File: config.mk
export PLATFORM = sky130hd
export DESIGN_NAME = scg_ctrl
export DESIGN_NICKNAME = d
export VERILOG_FILES = /design/src/rtl/scg_ctrl.v
export VERILOG_INCLUDE_DIRS = /design/src /design/src/pkg
export SDC_FILE = /design/constraint.sdc
export NUM_CORES = 1
export LEC_CHECK = 0
export BUFFER_PORTS_ARGS = -buffer_cell sky130_fd_sc_hd__buf_4
export CELL_PAD_IN_SITES_DETAIL_PLACEMENT = 1
export CELL_PAD_IN_SITES_GLOBAL_PLACEMENT = 2
export CORE_MARGIN = 3
export CORE_UTILIZATION = 23
export DETAILED_ROUTE_END_ITERATION = 8
export PLACE_DENSITY_LB_ADDON = 0.1
export SLEW_MARGIN = 20
export SYNTH_ARGS = -nofsm -noshare
export SYNTH_HDL_FRONTEND = slang
export SYNTH_SLANG_ARGS = --single-unit
File: constraint.sdc
create_clock -name clk_i -period 1.8 [get_ports clk_i]
set_input_delay 0.36 -clock clk_i [delete_from_list [all_inputs] [get_ports clk_i]]
set_output_delay 0.36 -clock clk_i [all_outputs]
set_load 0.02 [all_outputs]
File: src/pkg/scg_map.vh
`ifndef SCG_MAP_VH
`define SCG_MAP_VH

// ****************************************************************
// Register byte addresses
// ****************************************************************
`define SCG_ADR_SLEEP_CTRL   8'h00
`define SCG_ADR_GATE         8'h04
`define SCG_ADR_CONFIG       8'h08
`define SCG_ADR_STATUS       8'h0C

// ****************************************************************
// Field positions
// ****************************************************************
`define SCG_SE_BIT           0
`define SCG_SM_LSB           1
`define SCG_SM_MSB           3
`define SCG_CFG_XTAL_BIT     0
`define SCG_CFG_BOD_BIT      1
`define SCG_CFG_ACREF_BIT    2
`define SCG_GATE_TWI         7
`define SCG_GATE_TIM2        6
`define SCG_GATE_TIM0        5
`define SCG_GATE_RSVD        4
`define SCG_GATE_TIM1        3
`define SCG_GATE_SPI         2
`define SCG_GATE_USART0      1
`define SCG_GATE_ADC         0
`define SCG_GATE_WMASK       8'hEF

// ****************************************************************
// Sleep mode codes
// ****************************************************************
`define SCG_SM_IDLE          3'h0
`define SCG_SM_ADCNR         3'h1
`define SCG_SM_PDOWN         3'h2
`define SCG_SM_PSAVE         3'h3
`define SCG_SM_STANDBY       3'h6

// ****************************************************************
// Reset values and timing counts
// ****************************************************************
`define SCG_SLEEP_CTRL_RST   4'h0
`define SCG_GATE_RST         8'h00
`define SCG_CONFIG_RST       3'h0
`define SCG_WAKE_HOLD_CYC    8'h04
`define SCG_STANDBY_WAKE_CYC 8'h06
`define SCG_STARTUP_CYC      8'h10

`endif

File: src/rtl/scg_ctrl.v
`timescale 1ns/100ps
`default_nettype none
`include "scg_map.vh"

module scg_ctrl #(
  parameter [7:0] STARTUP_CYC = `SCG_STARTUP_CYC
) (
  input  wire        clk_i,
  input  wire        rst_i,
  input  wire        wb_cyc_i,
  input  wire        wb_stb_i,
  input  wire        wb_we_i,
  input  wire [7:0]  wb_adr_i,
  input  wire [3:0]  wb_sel_i,
  input  wire [31:0] wb_dat_i,
  output reg  [31:0] wb_dat_o,
  output reg         wb_ack_o,
  input  wire        sleep_instr_i,
  input  wire        core_gie_i,
  input  wire [1:0]  timer2_irq_mask_reg_i,
  input  wire        timer2_en_i,
  input  wire        timer2_async_select_i,
  input  wire        timer2_ovf_i,
  input  wire        timer2_cmp_i,
  input  wire        ext_irq_zero_i,
  input  wire        ext_irq_one_i,
  input  wire [1:0]  ext_irq_level_i,
  input  wire        pin_change_i,
  input  wire        twi_match_i,
  input  wire        spm_ready_i,
  input  wire        adc_done_i,
  input  wire        wdt_irq_i,
  input  wire        other_io_irq_i,
  input  wire        adc_enable_i,
  input  wire        adc_conv_start_i,
  output reg         cpu_clk_en_o,
  output reg         flash_clk_en_o,
  output reg         io_clk_en_o,
  output reg         adc_clk_en_o,
  output reg         async_timer_clock_en_o,
  output reg         main_osc_en_o,
  output reg         timer_osc_en_o,
  output reg         timer2_sync_clk_en_o,
  output wire [7:0]  periph_clk_en_o,
  output wire [7:0]  periph_reg_access_o,
  output reg         core_resume_o,
  output reg         asleep_o,
  output wire        adc_power_o,
  output wire        adc_ext_conv_o,
  output reg         acmp_disable_o,
  output wire        acmp_mux_allow_o,
  output wire        bod_en_o
);

  // ****************************************************************
  // States
  // ****************************************************************
  localparam [2:0] ST_ACTIVE = 3'h1;
  localparam [2:0] ST_SLEEP  = 3'h2;
  localparam [2:0] ST_WAKE   = 3'h4;

  reg  [2:0] state_q;
  reg  [2:0] state_d;
  reg  [2:0] mode_q;
  reg  [2:0] mode_d;
  reg  [7:0] cnt_q;
  reg  [7:0] cnt_d;
  reg  [3:0] sleep_ctrl_q;
  reg  [7:0] gate_q;
  reg  [2:0] config_q;
  reg        adc_en_prev_q;
  reg        ext_conv_q;
  reg  [7:0] periph_clk_q;
  reg  [7:0] periph_acc_q;

  wire       sleep_enable_bit  = sleep_ctrl_q[`SCG_SE_BIT];
  wire [2:0] sleep_mode_select = sleep_ctrl_q[`SCG_SM_MSB:`SCG_SM_LSB];
  wire       xtal_sel          = config_q[`SCG_CFG_XTAL_BIT];

  // ****************************************************************
  // Wishbone slave
  // ****************************************************************
  wire wb_req   = wb_cyc_i & wb_stb_i & ~wb_ack_o;
  wire wb_wr_lo = wb_req & wb_we_i & wb_sel_i[0];

  always @(posedge clk_i) begin
    if (rst_i) begin
      wb_ack_o <= 1'b0;
    end else begin
      wb_ack_o <= wb_req;
    end
  end

  always @(posedge clk_i) begin
    if (rst_i) begin
      sleep_ctrl_q <= `SCG_SLEEP_CTRL_RST;
      gate_q       <= `SCG_GATE_RST;
      config_q     <= `SCG_CONFIG_RST;
    end else if (wb_wr_lo) begin
      case (wb_adr_i)
        `SCG_ADR_SLEEP_CTRL: begin
          sleep_ctrl_q <= wb_dat_i[3:0];
        end
        `SCG_ADR_GATE: begin
          gate_q <= wb_dat_i[7:0] & `SCG_GATE_WMASK;
        end
        `SCG_ADR_CONFIG: begin
          config_q <= wb_dat_i[2:0];
        end
        default: begin
          gate_q <= gate_q;
        end
      endcase
    end
  end

  // Read data is registered with the ack; unmapped reads return zero
  always @(posedge clk_i) begin
    if (rst_i) begin
      wb_dat_o <= 32'h0000_0000;
    end else if (wb_req & ~wb_we_i) begin
      case (wb_adr_i)
        `SCG_ADR_SLEEP_CTRL: wb_dat_o <= {28'h000_0000, sleep_ctrl_q};
        `SCG_ADR_GATE:       wb_dat_o <= {24'h00_0000, gate_q};
        `SCG_ADR_CONFIG:     wb_dat_o <= {29'h000_0000, config_q};
        `SCG_ADR_STATUS:     wb_dat_o <= {26'h0, ext_conv_q, mode_q, state_q[2], state_q[1]};
        default:             wb_dat_o <= 32'h0000_0000;
      endcase
    end
  end

  // ****************************************************************
  // Mode decode
  // ****************************************************************
  wire sm_ok_std   = (sleep_mode_select == `SCG_SM_STANDBY) & xtal_sel;
  wire sm_valid    = (sleep_mode_select == `SCG_SM_IDLE)  |
                     (sleep_mode_select == `SCG_SM_ADCNR) |
                     (sleep_mode_select == `SCG_SM_PDOWN) |
                     (sleep_mode_select == `SCG_SM_PSAVE) |
                     sm_ok_std;
  wire enter_sleep = sleep_instr_i & sleep_enable_bit & sm_valid;

  wire in_sleep = state_q[1];
  wire m_idle   = in_sleep & (mode_q == `SCG_SM_IDLE);
  wire m_adcnr  = in_sleep & (mode_q == `SCG_SM_ADCNR);
  wire m_pdown  = in_sleep & (mode_q == `SCG_SM_PDOWN);
  wire m_psave  = in_sleep & (mode_q == `SCG_SM_PSAVE);
  wire m_stdby  = in_sleep & (mode_q == `SCG_SM_STANDBY);
  wire m_deep   = m_pdown | m_psave | m_stdby;

  // ****************************************************************
  // Wake sources
  // ****************************************************************
  // Timer2 counts as a source only when its interrupt is truly enabled
  wire t2_wake  = core_gie_i & ((timer2_ovf_i & timer2_irq_mask_reg_i[0]) |
                                (timer2_cmp_i & timer2_irq_mask_reg_i[1]));
  wire ext_any  = ext_irq_zero_i | ext_irq_one_i;
  wire ext_lvl  = (ext_irq_zero_i & ext_irq_level_i[0]) |
                  (ext_irq_one_i & ext_irq_level_i[1]);
  wire base_src = pin_change_i | twi_match_i | wdt_irq_i;

  reg wake_hit;
  always @* begin
    wake_hit = 1'b0;
    if (m_idle) begin
      wake_hit = ext_any | base_src | t2_wake | spm_ready_i | adc_done_i | other_io_irq_i;
    end else if (m_adcnr) begin
      wake_hit = ext_lvl | base_src | t2_wake | spm_ready_i | adc_done_i;
    end else if (m_psave) begin
      wake_hit = ext_lvl | base_src | t2_wake;
    end else if (m_pdown | m_stdby) begin
      wake_hit = ext_lvl | base_src;
    end
  end

  // Power-down and power-save restart the stopped source, so they pay the start-up time
  wire [7:0] wake_len = m_stdby ? `SCG_STANDBY_WAKE_CYC :
                        (m_idle | m_adcnr) ? `SCG_WAKE_HOLD_CYC :
                        STARTUP_CYC + `SCG_WAKE_HOLD_CYC;

  // ****************************************************************
  // Sleep sequencer
  // ****************************************************************
  always @* begin
    state_d = state_q;
    mode_d  = mode_q;
    cnt_d   = cnt_q;
    case (state_q)
      ST_ACTIVE: begin
        if (enter_sleep) begin
          state_d = ST_SLEEP;
          mode_d  = sleep_mode_select;
        end
      end
      ST_SLEEP: begin
        if (wake_hit) begin
          state_d = ST_WAKE;
          cnt_d   = wake_len;
        end
      end
      ST_WAKE: begin
        cnt_d = cnt_q - 8'h01;
        if (cnt_q == 8'h01) begin
          state_d = ST_ACTIVE;
        end
      end
      default: begin
        state_d = ST_ACTIVE;
        cnt_d   = 8'h00;
      end
    endcase
  end

  always @(posedge clk_i) begin
    if (rst_i) begin
      state_q       <= ST_ACTIVE;
      mode_q        <= `SCG_SM_IDLE;
      cnt_q         <= 8'h00;
      core_resume_o <= 1'b0;
      asleep_o      <= 1'b0;
    end else begin
      state_q       <= state_d;
      mode_q        <= mode_d;
      cnt_q         <= cnt_d;
      core_resume_o <= state_q[2] & (cnt_q == 8'h01);
      asleep_o      <= state_d != ST_ACTIVE;
    end
  end

  // ****************************************************************
  // Clock domain and oscillator enables
  // ****************************************************************
  wire t2_sync = timer2_en_i & ~timer2_async_select_i;
  reg  cpu_d;
  reg  io_d;
  reg  adc_d;
  reg  asy_d;
  reg  main_d;
  reg  tosc_d;
  reg  t2clk_d;

  always @* begin
    cpu_d   = state_q[0];
    io_d    = 1'b1;
    adc_d   = 1'b1;
    asy_d   = 1'b1;
    main_d  = 1'b1;
    tosc_d  = timer2_async_select_i;
    t2clk_d = 1'b1;
    if (m_adcnr) begin
      io_d    = 1'b0;
      t2clk_d = 1'b0;
    end else if (m_pdown) begin
      io_d    = 1'b0;
      adc_d   = 1'b0;
      asy_d   = 1'b0;
      main_d  = 1'b0;
      tosc_d  = 1'b0;
      t2clk_d = 1'b0;
    end else if (m_psave) begin
      io_d    = 1'b0;
      adc_d   = 1'b0;
      main_d  = t2_sync;
      tosc_d  = timer2_async_select_i;
      t2clk_d = t2_sync;
    end else if (m_stdby) begin
      io_d    = 1'b0;
      adc_d   = 1'b0;
      asy_d   = 1'b0;
      tosc_d  = 1'b0;
      t2clk_d = 1'b0;
    end
  end

  always @(posedge clk_i) begin
    if (rst_i) begin
      cpu_clk_en_o           <= 1'b0;
      flash_clk_en_o         <= 1'b0;
      io_clk_en_o            <= 1'b0;
      adc_clk_en_o           <= 1'b0;
      async_timer_clock_en_o <= 1'b0;
      main_osc_en_o          <= 1'b1;
      timer_osc_en_o         <= 1'b0;
      timer2_sync_clk_en_o   <= 1'b0;
    end else begin
      cpu_clk_en_o           <= cpu_d;
      flash_clk_en_o         <= cpu_d;
      io_clk_en_o            <= io_d;
      adc_clk_en_o           <= adc_d;
      async_timer_clock_en_o <= asy_d;
      main_osc_en_o          <= main_d;
      timer_osc_en_o         <= tosc_d;
      timer2_sync_clk_en_o   <= t2clk_d;
    end
  end

  // ****************************************************************
  // Per-peripheral gating
  // ****************************************************************
  // Only the enable is dropped; the peripheral's flops simply hold,
  // which is what lets it resume exactly where it stopped.
  genvar gi;
  generate
    for (gi = 0; gi < 8; gi = gi + 1) begin : g_gate
      wire dom_on;
      wire stop;
      if (gi == `SCG_GATE_RSVD) begin : g_rsvd
        assign dom_on = 1'b0;
        assign stop   = 1'b1;
      end else if (gi == `SCG_GATE_ADC) begin : g_adc
        assign dom_on = adc_d;
        assign stop   = gate_q[gi];
      end else if (gi == `SCG_GATE_TIM2) begin : g_tim2
        assign dom_on = io_d | t2clk_d;
        assign stop   = gate_q[gi] & ~timer2_async_select_i;
      end else begin : g_io
        assign dom_on = io_d;
        assign stop   = gate_q[gi];
      end
      always @(posedge clk_i) begin
        if (rst_i) begin
          periph_clk_q[gi] <= 1'b0;
          periph_acc_q[gi] <= 1'b0;
        end else begin
          periph_clk_q[gi] <= dom_on & ~stop;
          periph_acc_q[gi] <= ~stop;
        end
      end
    end
  endgenerate

  assign periph_clk_en_o     = periph_clk_q;
  assign periph_reg_access_o = periph_acc_q;

  // ****************************************************************
  // Analog housekeeping
  // ****************************************************************
  // ADC power ignores sleep; software must disable it to save current
  assign adc_power_o      = adc_enable_i;
  assign acmp_mux_allow_o = ~gate_q[`SCG_GATE_ADC];
  assign bod_en_o         = config_q[`SCG_CFG_BOD_BIT];
  assign adc_ext_conv_o   = ext_conv_q;

  always @(posedge clk_i) begin
    if (rst_i) begin
      adc_en_prev_q  <= 1'b0;
      ext_conv_q     <= 1'b0;
      acmp_disable_o <= 1'b0;
    end else begin
      adc_en_prev_q <= adc_enable_i;
      // A re-enable in the same cycle as a start keeps the flag set
      if (adc_enable_i & ~adc_en_prev_q) begin
        ext_conv_q <= 1'b1;
      end else if (adc_conv_start_i) begin
        ext_conv_q <= 1'b0;
      end
      acmp_disable_o <= m_deep & ~config_q[`SCG_CFG_ACREF_BIT];
    end
  end

endmodule
`default_nettype wire

Word-level counts from Yosys, hierarchy flattened
Cells that the tools add are included.
{ "word_totals": {"regBits": 87, "out_inout_bits": 64, "elab_cells": 160} }
{ "classes": {"n_addsub": 1, "eq_ne": 17, "mux": 32, "bitwise_logic": 66, "n_reduce_logical": 10} }
{ "ops": {"columns": ["cell", "count"], "rows": [
  ["case mux 8 bit (4 select lines)", 1],
  ["AND 1 bit", 30],
  ["case mux 8 bit (3 select lines)", 1],
  ["two-way mux 1 bit", 23],
  ["bitwise OR 1 bit", 23],
  ["equality test 8 x 4 -> 1 bit (second input constant)", 2],
  ["equality test 3 x 2 -> 1 bit (second input constant)", 5],
  ["NOT 1 bit", 13],
  ["two-way mux 5 bit", 2],
  ["AND reduction 2 bit", 5],
  ["equality test 3 x 1 -> 1 bit (second input constant)", 3],
  ["equality test 3 bit (second input constant)", 3],
  ["two-way mux 3 bit", 3],
  ["case mux 3 bit (3 select lines)", 1],
  ["equality test 8 x 1 -> 1 bit (second input constant)", 1],
  ["equality test 8 x 3 -> 1 bit (second input constant)", 1],
  ["logical NOT 8 bit", 1],
  ["two-way mux 8 bit", 1],
  ["subtractor 8 x 1 -> 8 bit (second input constant)", 1],
  ["logical NOT 3 bit", 2],
  ["!= test 3 x 1 -> 1 bit (second input constant)", 1],
  ["!= test 2 bit (second input constant)", 1],
  ["nonzero test 2 bit", 1],
  ["OR reduction 2 bit", 1]
]} }

Logic depth before layout (Yosys ltp)
Gate-level depths: netlist of run 1.
{ "logic_depth": {"ltp_word": 11, "mapped_depth": 7} }

Worst setup path after synthesis of run 1
OpenSTA, ideal clock, no wires.
{ "synth_path": {"path_type": "input to register", "start": "in wb_adr_i[1]", "end": "reg gate_q[0]", "setup_time_ns": 0.132, "arrival_time_ns": 1.813, "required_time_ns": 1.668, "slack_ns": -0.145, "cell_stages": 6, "n_path_buf": 0, "path_cell_list": "or4_4 or4b_4 nor2_8 nand2_4 nand2_1 a21oi_1"} }
{ "synth_between": {"elab_chain_len": 2} }
{ "synth_rtl": {"columns": ["element", "line_no", "rtl"], "rows": [
  ["start, declared", "scg_ctrl.v:13", "input wire [7:0] wb_adr_i,"],
  ["equality test 8 x 3 -> 1 bit", "scg_ctrl.v:100", "case (wb_adr_i)"],
  ["AND reduction 2 bit (no source line)", null, null],
  ["end signal, assigned", "scg_ctrl.v:97", "gate_q <= `SCG_GATE_RST;"],
  ["end signal, assigned", "scg_ctrl.v:105", "gate_q <= wb_dat_i[7:0] & `SCG_GATE_WMASK;"],
  ["end signal, assigned", "scg_ctrl.v:111", "gate_q <= gate_q;"],
  ["end, declared", "scg_ctrl.v:69", "reg [7:0] gate_q;"]
]} }
Every way passes these cells.
A chain may end at the register's enable or synchronous reset.

Worst setup path in the final report of run 1
{ "layout_path": {"start": "in wb_adr_i[4]", "end": "reg wb_dat_o[4]"} }
{ "layout_between": {"elab_chain_len": 2, "elab_cells_between_ends": 5} }
{ "layout_rtl": {"columns": ["element", "line_no", "rtl"], "rows": [
  ["equality test 8 x 4 -> 1 bit (tied with other cells)", "scg_ctrl.v:122", "case (wb_adr_i)"],
  ["case mux 8 bit (4 select lines) (*)", "scg_ctrl.v:122", null],
  ["end signal, assigned", "scg_ctrl.v:123", "`SCG_ADR_SLEEP_CTRL: wb_dat_o <= {28'h000_0000, sleep_ctrl_q};"],
  ["end signal, assigned", "scg_ctrl.v:124", "`SCG_ADR_GATE: wb_dat_o <= {24'h00_0000, gate_q};"],
  ["end signal, assigned", "scg_ctrl.v:125", "`SCG_ADR_CONFIG: wb_dat_o <= {29'h000_0000, config_q};"],
  ["end, declared", "scg_ctrl.v:16", "output reg [31:0] wb_dat_o,"]
]} }
Mark *: on every way between the ends. The rest lies on a longest branch, timed or not.

==> results of run 1 <==
-- metal layers --
| layer | GRT usage | wire length (um) | vias to the layer above |
|---|---|---|---|
| met5 | 0 | 0 | - |
| met4 | 0.0462 | 125 | 0 |
| met3 | 0.0370 | 425 | 10 |
| met2 | 0.194 | 3970 | 65 |
| met1 | 0.170 | 4140 | 1228 |
| li1 | - | - | 1286 |
-- power by group --
part	switching (uW)	internal, uW
clock	712	1230
combinational	169	115
sequential	8.74	1420
-- sequential cells by signal (all words and copies together), names as in the netlist, 3 cells and up --
register	flops
cnt_q	8
sleep_ctrl_q	4
wb_dat_o	8
mode_q	3
periph_clk_en_o	7
state_q	3
gate_q	7
config_q	3
periph_reg_access_o	7
-- layout by cell type, fill, tap and decap left out, types with 3 or more instances in the layout --
cell,count
a21oi_1,25
a22oi_1,6
a31oi_1,4
and2_1,3
buf_4,104
clkbuf_16,9
conb_1,26
dfxtp_1,58
dfxtp_2,5
inv_1,10
inv_6,3
mux2i_1,12
mux4_2,3
nand2_1,22
nand2b_1,7
nand3_1,12
nand3b_1,5
nor2_1,44
nor2b_1,9
nor3_1,9
o21ai_0,5
or4_1,3
-- path summary, 6_finish.rpt --
path | to | cells after the start
max reg2reg | cnt_q[6] | 4
max | wb_dat_o[4] | 7
min reg2reg | wb_dat_o[7] | 2
min | timer_osc_en_o | 2
-- logic make-up (layout without fill, tap and decap cells) --
| group | count (synthesis) | after routing |
|---|---|---|
| simple gates | 136 | 137 |
| flops | 63 | 63 |
| compound gates | 56 | 56 |
| buf+inv | 53 | 130 |
| mux | 16 | 16 |
| fa+ha+maj | 2 | 2 |
| xor+xnor | 2 | 2 |
| other cells | 1 | 26 |
-- worst register-to-register path, stage by stage (launching register included) --
cell       delay (ns)
dfxtp_1          0.32
or4_4            0.56
or4_1            0.42
a21oi_1          0.16
a2bb2oi_1        0.17
-- area by class of cell --
class,instances,area share
inverters,10,0.00924
well taps,168,0.0517
multi-input cells,239,0.354
clock inverters,7,0.0253
clock buffers,9,0.0554
flip-flops and latches,63,0.312
repair buffers,104,0.192
-- through the flow --
stage / area, um^2 / instances / total power [uW]
3_5_place_dp: 3690 / 583 / 1750
6_report: 4060 / 600 / 3660
3_3_place_gp: 3690 / 583 / 1740
4_1_cts: 4020 / 599 / 3700
2_1_floorplan: 2970 / 354 / 1650
5_1_grt: 4060 / 600 / 3800
==> impl_metrics.toml, run 1 <==
[worst_hold_path]
min-delay-start = "timer2_async_select_i"
hp-class = "in -> reg"

[power]
p_leak_uw = 0.00177
power_density_mw_per_mm2 = 900
vdd_drop_max_mv = 0.502

[synthesis]
synth_xor_area_frac = 0.00609
synth_compound_area_frac = 0.121
synth-edff-count = 0
yosys-top-cells-area = "dfxtp_1, buf_4, nor2_1"
ys_types = 53
async_flop_share = 0
ys_ff_latch = 63
synthMuxAreaShare = 0.0692
ys_warn_count = 0
synth_simple_gate_area_frac = 0.249
synth.avg_cell_area_um2 = 8.74
syn_inst = 329
seq_area_frac_synth = 0.439
synth_fa_ha_area_frac = 0.00870
synth_commonest_cells = "dfxtp_1, nor2_1, buf_4, a21oi_1, nand2_1"
ys.flop_type = "dfxtp_1"
synth.most_common_cell = "dfxtp_1"
netlist.top_cell.by_area = "dfxtp_1"
synth_top_family_by_area = "simple AND/OR/NAND/NOR gates"
synth_top_area_frac = 0.439
syn_area_mm2 = 0.00288

[clock_network]
cts_buffers = 9
post_cts_buffers = 0
h-tree-depth = 3
root_buffer = "clkbuf_16"
cts_tree = "done"
cts-resized-gates = 0
cts_hold_buf = 0
clk-insertion-delay-late_ns = 0.34
clk_pin_slew_ns = 0.06
clock-sinks = 63
clk_path_buf_depth = 2

[floorplan]
dieArea_mm2 = 0.0139
start_util = 0.237
ios = 133
rows = 40
dieHeight_um = 118
die_w_um = 118
core_mm2 = 0.0121

[worst_setup_path]
criticalPathCategory = "in -> reg"
start_kind = "input pin"
crit_path_max_fanout = 3
slowest_stage = "or4b_4"
cp-end-kind = "flop"
arrival_ns = 2.05
r2r_slack_ns = 0.11
cpMostUsedCell = "buf_4"
crit_buf_inv = 2
critPathLaunch = "wb_adr_i[4]"
max_stage_delay_ns = 0.56
cpLargestDelayFamily = "simple AND/OR/NAND/NOR gates"
cp_cell_sequence = "buf_4 -> or4_4 -> or4b_4 -> buf_4 -> nor3_1 -> a21oi_1 -> nor2_1"
r2r-start = "cnt_q[5]"
worstPathRequired_ns = 2.08

[detailed_routing]
ant_nets = 0
vias = 2589
drtIter0Drc = 105
first_pass_iters = 4
wire_per_inst_um = 14.4
drc = 0
wirelength_um = 8660
via_per_inst = 4.32

[global_routing]
grt-ovfl-total = 0
grt_start_max_net_pins = 23
antenna_found_initial = 0
grt_pass1_vias = 2656
track_usage = 0.127
grt_pass1_wl_um = 14000

[sta]
final-setup-viol-count = 0
fin_skew_ns = 0.00893
fin_hold_ws_ns = 0.257
finalHoldViolCount = 0
fin_crit_sh = 0.983
worst_slew_pin_slew_ns = 0.728
slew_headroom = 0.509
max_freq_ghz = 0.565
slew_viol_final = 0
setup_slack_ns = 0.0303
period_minus_slack_ns = 1.77
tns_ns = 0
rsz0062_at_grt = "true"

[placement]
portBuffers = 78
post-place-ws_ns = -0.332
gp_congestion = 0.766
place_hpwl_um = 6570

[cells_and_area]
drive_gt1_frac = 0.333
seq_area_mm2 = 0.00127
multiInputGateArea_mm2 = 0.00144
area_growth_pct = 41.3
finalNetCount = 498
final_util = 0.335
fillers = 1443
diodes = 0

[status]
outcome = "complete, no violations"

[job]
drv_cap = 0
(Power assumes the default switching activity.)
==> run 2: changes to the inputs <==
--- a/config.mk
+++ b/config.mk
@@ -6,12 +6,13 @@
 export SDC_FILE = /design/constraint.sdc
 export NUM_CORES = 1
 export LEC_CHECK = 0
-export BUFFER_PORTS_ARGS = -buffer_cell sky130_fd_sc_hd__buf_4
 export CELL_PAD_IN_SITES_DETAIL_PLACEMENT = 1
 export CELL_PAD_IN_SITES_GLOBAL_PLACEMENT = 2
+export CORE_ASPECT_RATIO = 1.4
 export CORE_MARGIN = 3
-export CORE_UTILIZATION = 23
+export CORE_UTILIZATION = 31
 export DETAILED_ROUTE_END_ITERATION = 8
+export DONT_BUFFER_PORTS = 1
 export PLACE_DENSITY_LB_ADDON = 0.1
 export SLEW_MARGIN = 20
 export SYNTH_ARGS = -nofsm -noshare
==> run 2 against run 1 <==
  * Critical path depth shrank 3
  * Total power shrank 5.0%
  * Clock-buffer cell count grew 1
  * Sequential share of layout area grew 6.2 points
==> impl_metrics.toml, run 2 (synthesis gave the netlist of run 1 again) <==
[cells_and_area]
fin_cells = 460
drive_gt1_frac = 0.172
final_common_cell = "dfxtp_1"
final_util = 0.384
diodes = 0
area_growth_pct = 17.6
layout_common_cells = "dfxtp_1, nor2_1, buf_4"
finalNetCount = 421
top_regs = "cnt_q x8, wb_dat_o x8"

[power]
vdd_drop_max_mv = 0.671
share_comb_of_total_power = 0.028
p_int_uw = 2700
p_leak_uw = 0.00139
switchingPower_uw = 770
power_density_mw_per_mm2 = 1030
power_uw = 3470
p_clk_frac = 0.549
swShare = 0.222
power_frac_seq = 0.423

[floorplan]
start_util = 0.326
dieArea_mm2 = 0.0105
dieHeight_um = 120
core_mm2 = 0.00881
rows = 40
ios = 133
die_w_um = 87.4

[clock_network]
cts_tree = "done"
cts_buffers = 9
clk_pin_slew_ns = 0.06
clk_path_buf_depth = 2
cts-resized-gates = 0
h-tree-depth = 3
post_cts_buffers = 0
root_buffer = "clkbuf_16"
clock-sinks = 63
cts_hold_buf = 0
clk-insertion-delay-late_ns = 0.33

[global_routing]
track_usage = 0.156
grt-ovfl-total = 0
grt_start_max_net_pins = 58
antenna_found_initial = 0
grt_pass1_wl_um = 12400
grt_pass1_vias = 2380

[sta]
fin_skew_ns = 0.00414
slew_headroom = 0.556
fin_hold_ws_ns = 0.0994
finalHoldViolCount = 0
final-setup-viol-count = 0
slew_viol_final = 0
rsz0062_at_grt = "false"
worst_slew_pin_slew_ns = 0.659
fin_crit_sh = 0.939
period_minus_slack_ns = 1.69
max_freq_ghz = 0.591

[placement]
place_hpwl_um = 6070
post-place-cells = 444
gp_congestion = 0.801
portBuffers = 0

[detailed_routing]
first_pass_iters = 4
drc = 0
vias = 2265
ant_nets = 0
drtIter0Drc = 56
via_per_inst = 4.92
wire_per_inst_um = 17.1
wirelength_um = 7870

[worst_setup_path]
arrival_ns = 1.95
cp-end-kind = "flop"
worstPathRequired_ns = 2.06
cp_cell_sequence = "or4_4 -> or4_1 -> a21oi_1 -> a2bb2oi_1"
slowest_stage = "or4_4"
max_stage_delay_ns = 0.57
criticalPathCategory = "reg -> reg"
reg2reg_depth = 4
start_kind = "flop"
crit_path_max_fanout = 4

[status]
outcome = "complete, no violations"

[job]
drv_cap = 0

[worst_hold_path]
hp-class = "in -> reg"
min_path_cells = 1
run 2: cell types whose count changed in the layout (fill, tap and decap cells not counted), sizes merged:
cell,delta
inv,-2
buf,-76
nor2,-1
clkinvlp,+1
clkbuf,+1
run 2: stage by stage:
stage | TNS, ns | cell area, um^2 | worst slack, ns
floorplan | -1.03 | 2970 | -0.125
global placement | -2.11 | 3040 | -0.194
detailed placement | -2.12 | 3040 | -0.201
CTS | 0 | 3370 | 0.0249
global route | 0 | 3380 | 0.0192
finish | 0 | 3380 | 0.109
run 2: layout make-up:
cell class / count / area (um^2)
inverter: 10 / 37.5
tap: 105 / 131
sequential: 63 / 1270
clock buffer: 10 / 239
clock inverter: 6 / 92.6
fill: 1044 / 5430
multi-input combinational: 238 / 1410
timing repair buffer: 28 / 210
run 2: final timing paths:
kind	slack, ns	end	from
max	0.11	cnt_q[6]	cnt_q[5]
min	0.1	cnt_q[5]	rst_i
max reg2reg	0.11	cnt_q[6]	cnt_q[5]
min reg2reg	0.47	periph_reg_access_o[7]	gate_q[7]
run 2: per-layer routing:
layer / global-route usage / vias to the layer above / part of all wire
met3: 0.0398 / 8 / 0.049
met4: 0.0633 / 0 / 0.016
met1: 0.160 / 1074 / 0.38
met5: 0 / - / 0
met2: 0.290 / 52 / 0.55
li1: - / 1131 / -
run 2: critical path, delay by kind of cell (launching register included):
kind,cells,cell delay (ns)
DFF,1,0.33
AOI/OAI and AO/OA,2,0.30
and+or+nand+nor,2,0.99
run 2: power by group through the flow:
| stage | combinational, uW | clock [uW] | sequential [uW] |
|---|---|---|---|
| after detailed placement | 95.0 | 0 | 1500 |
| final | 95.8 | 1910 | 1470 |
| after floorplan | 158 | 0 | 1490 |
| after global routing | 106 | 2050 | 1470 |
| after CTS | 95.2 | 1960 | 1470 |
| after global placement | 94.4 | 0 | 1500 |
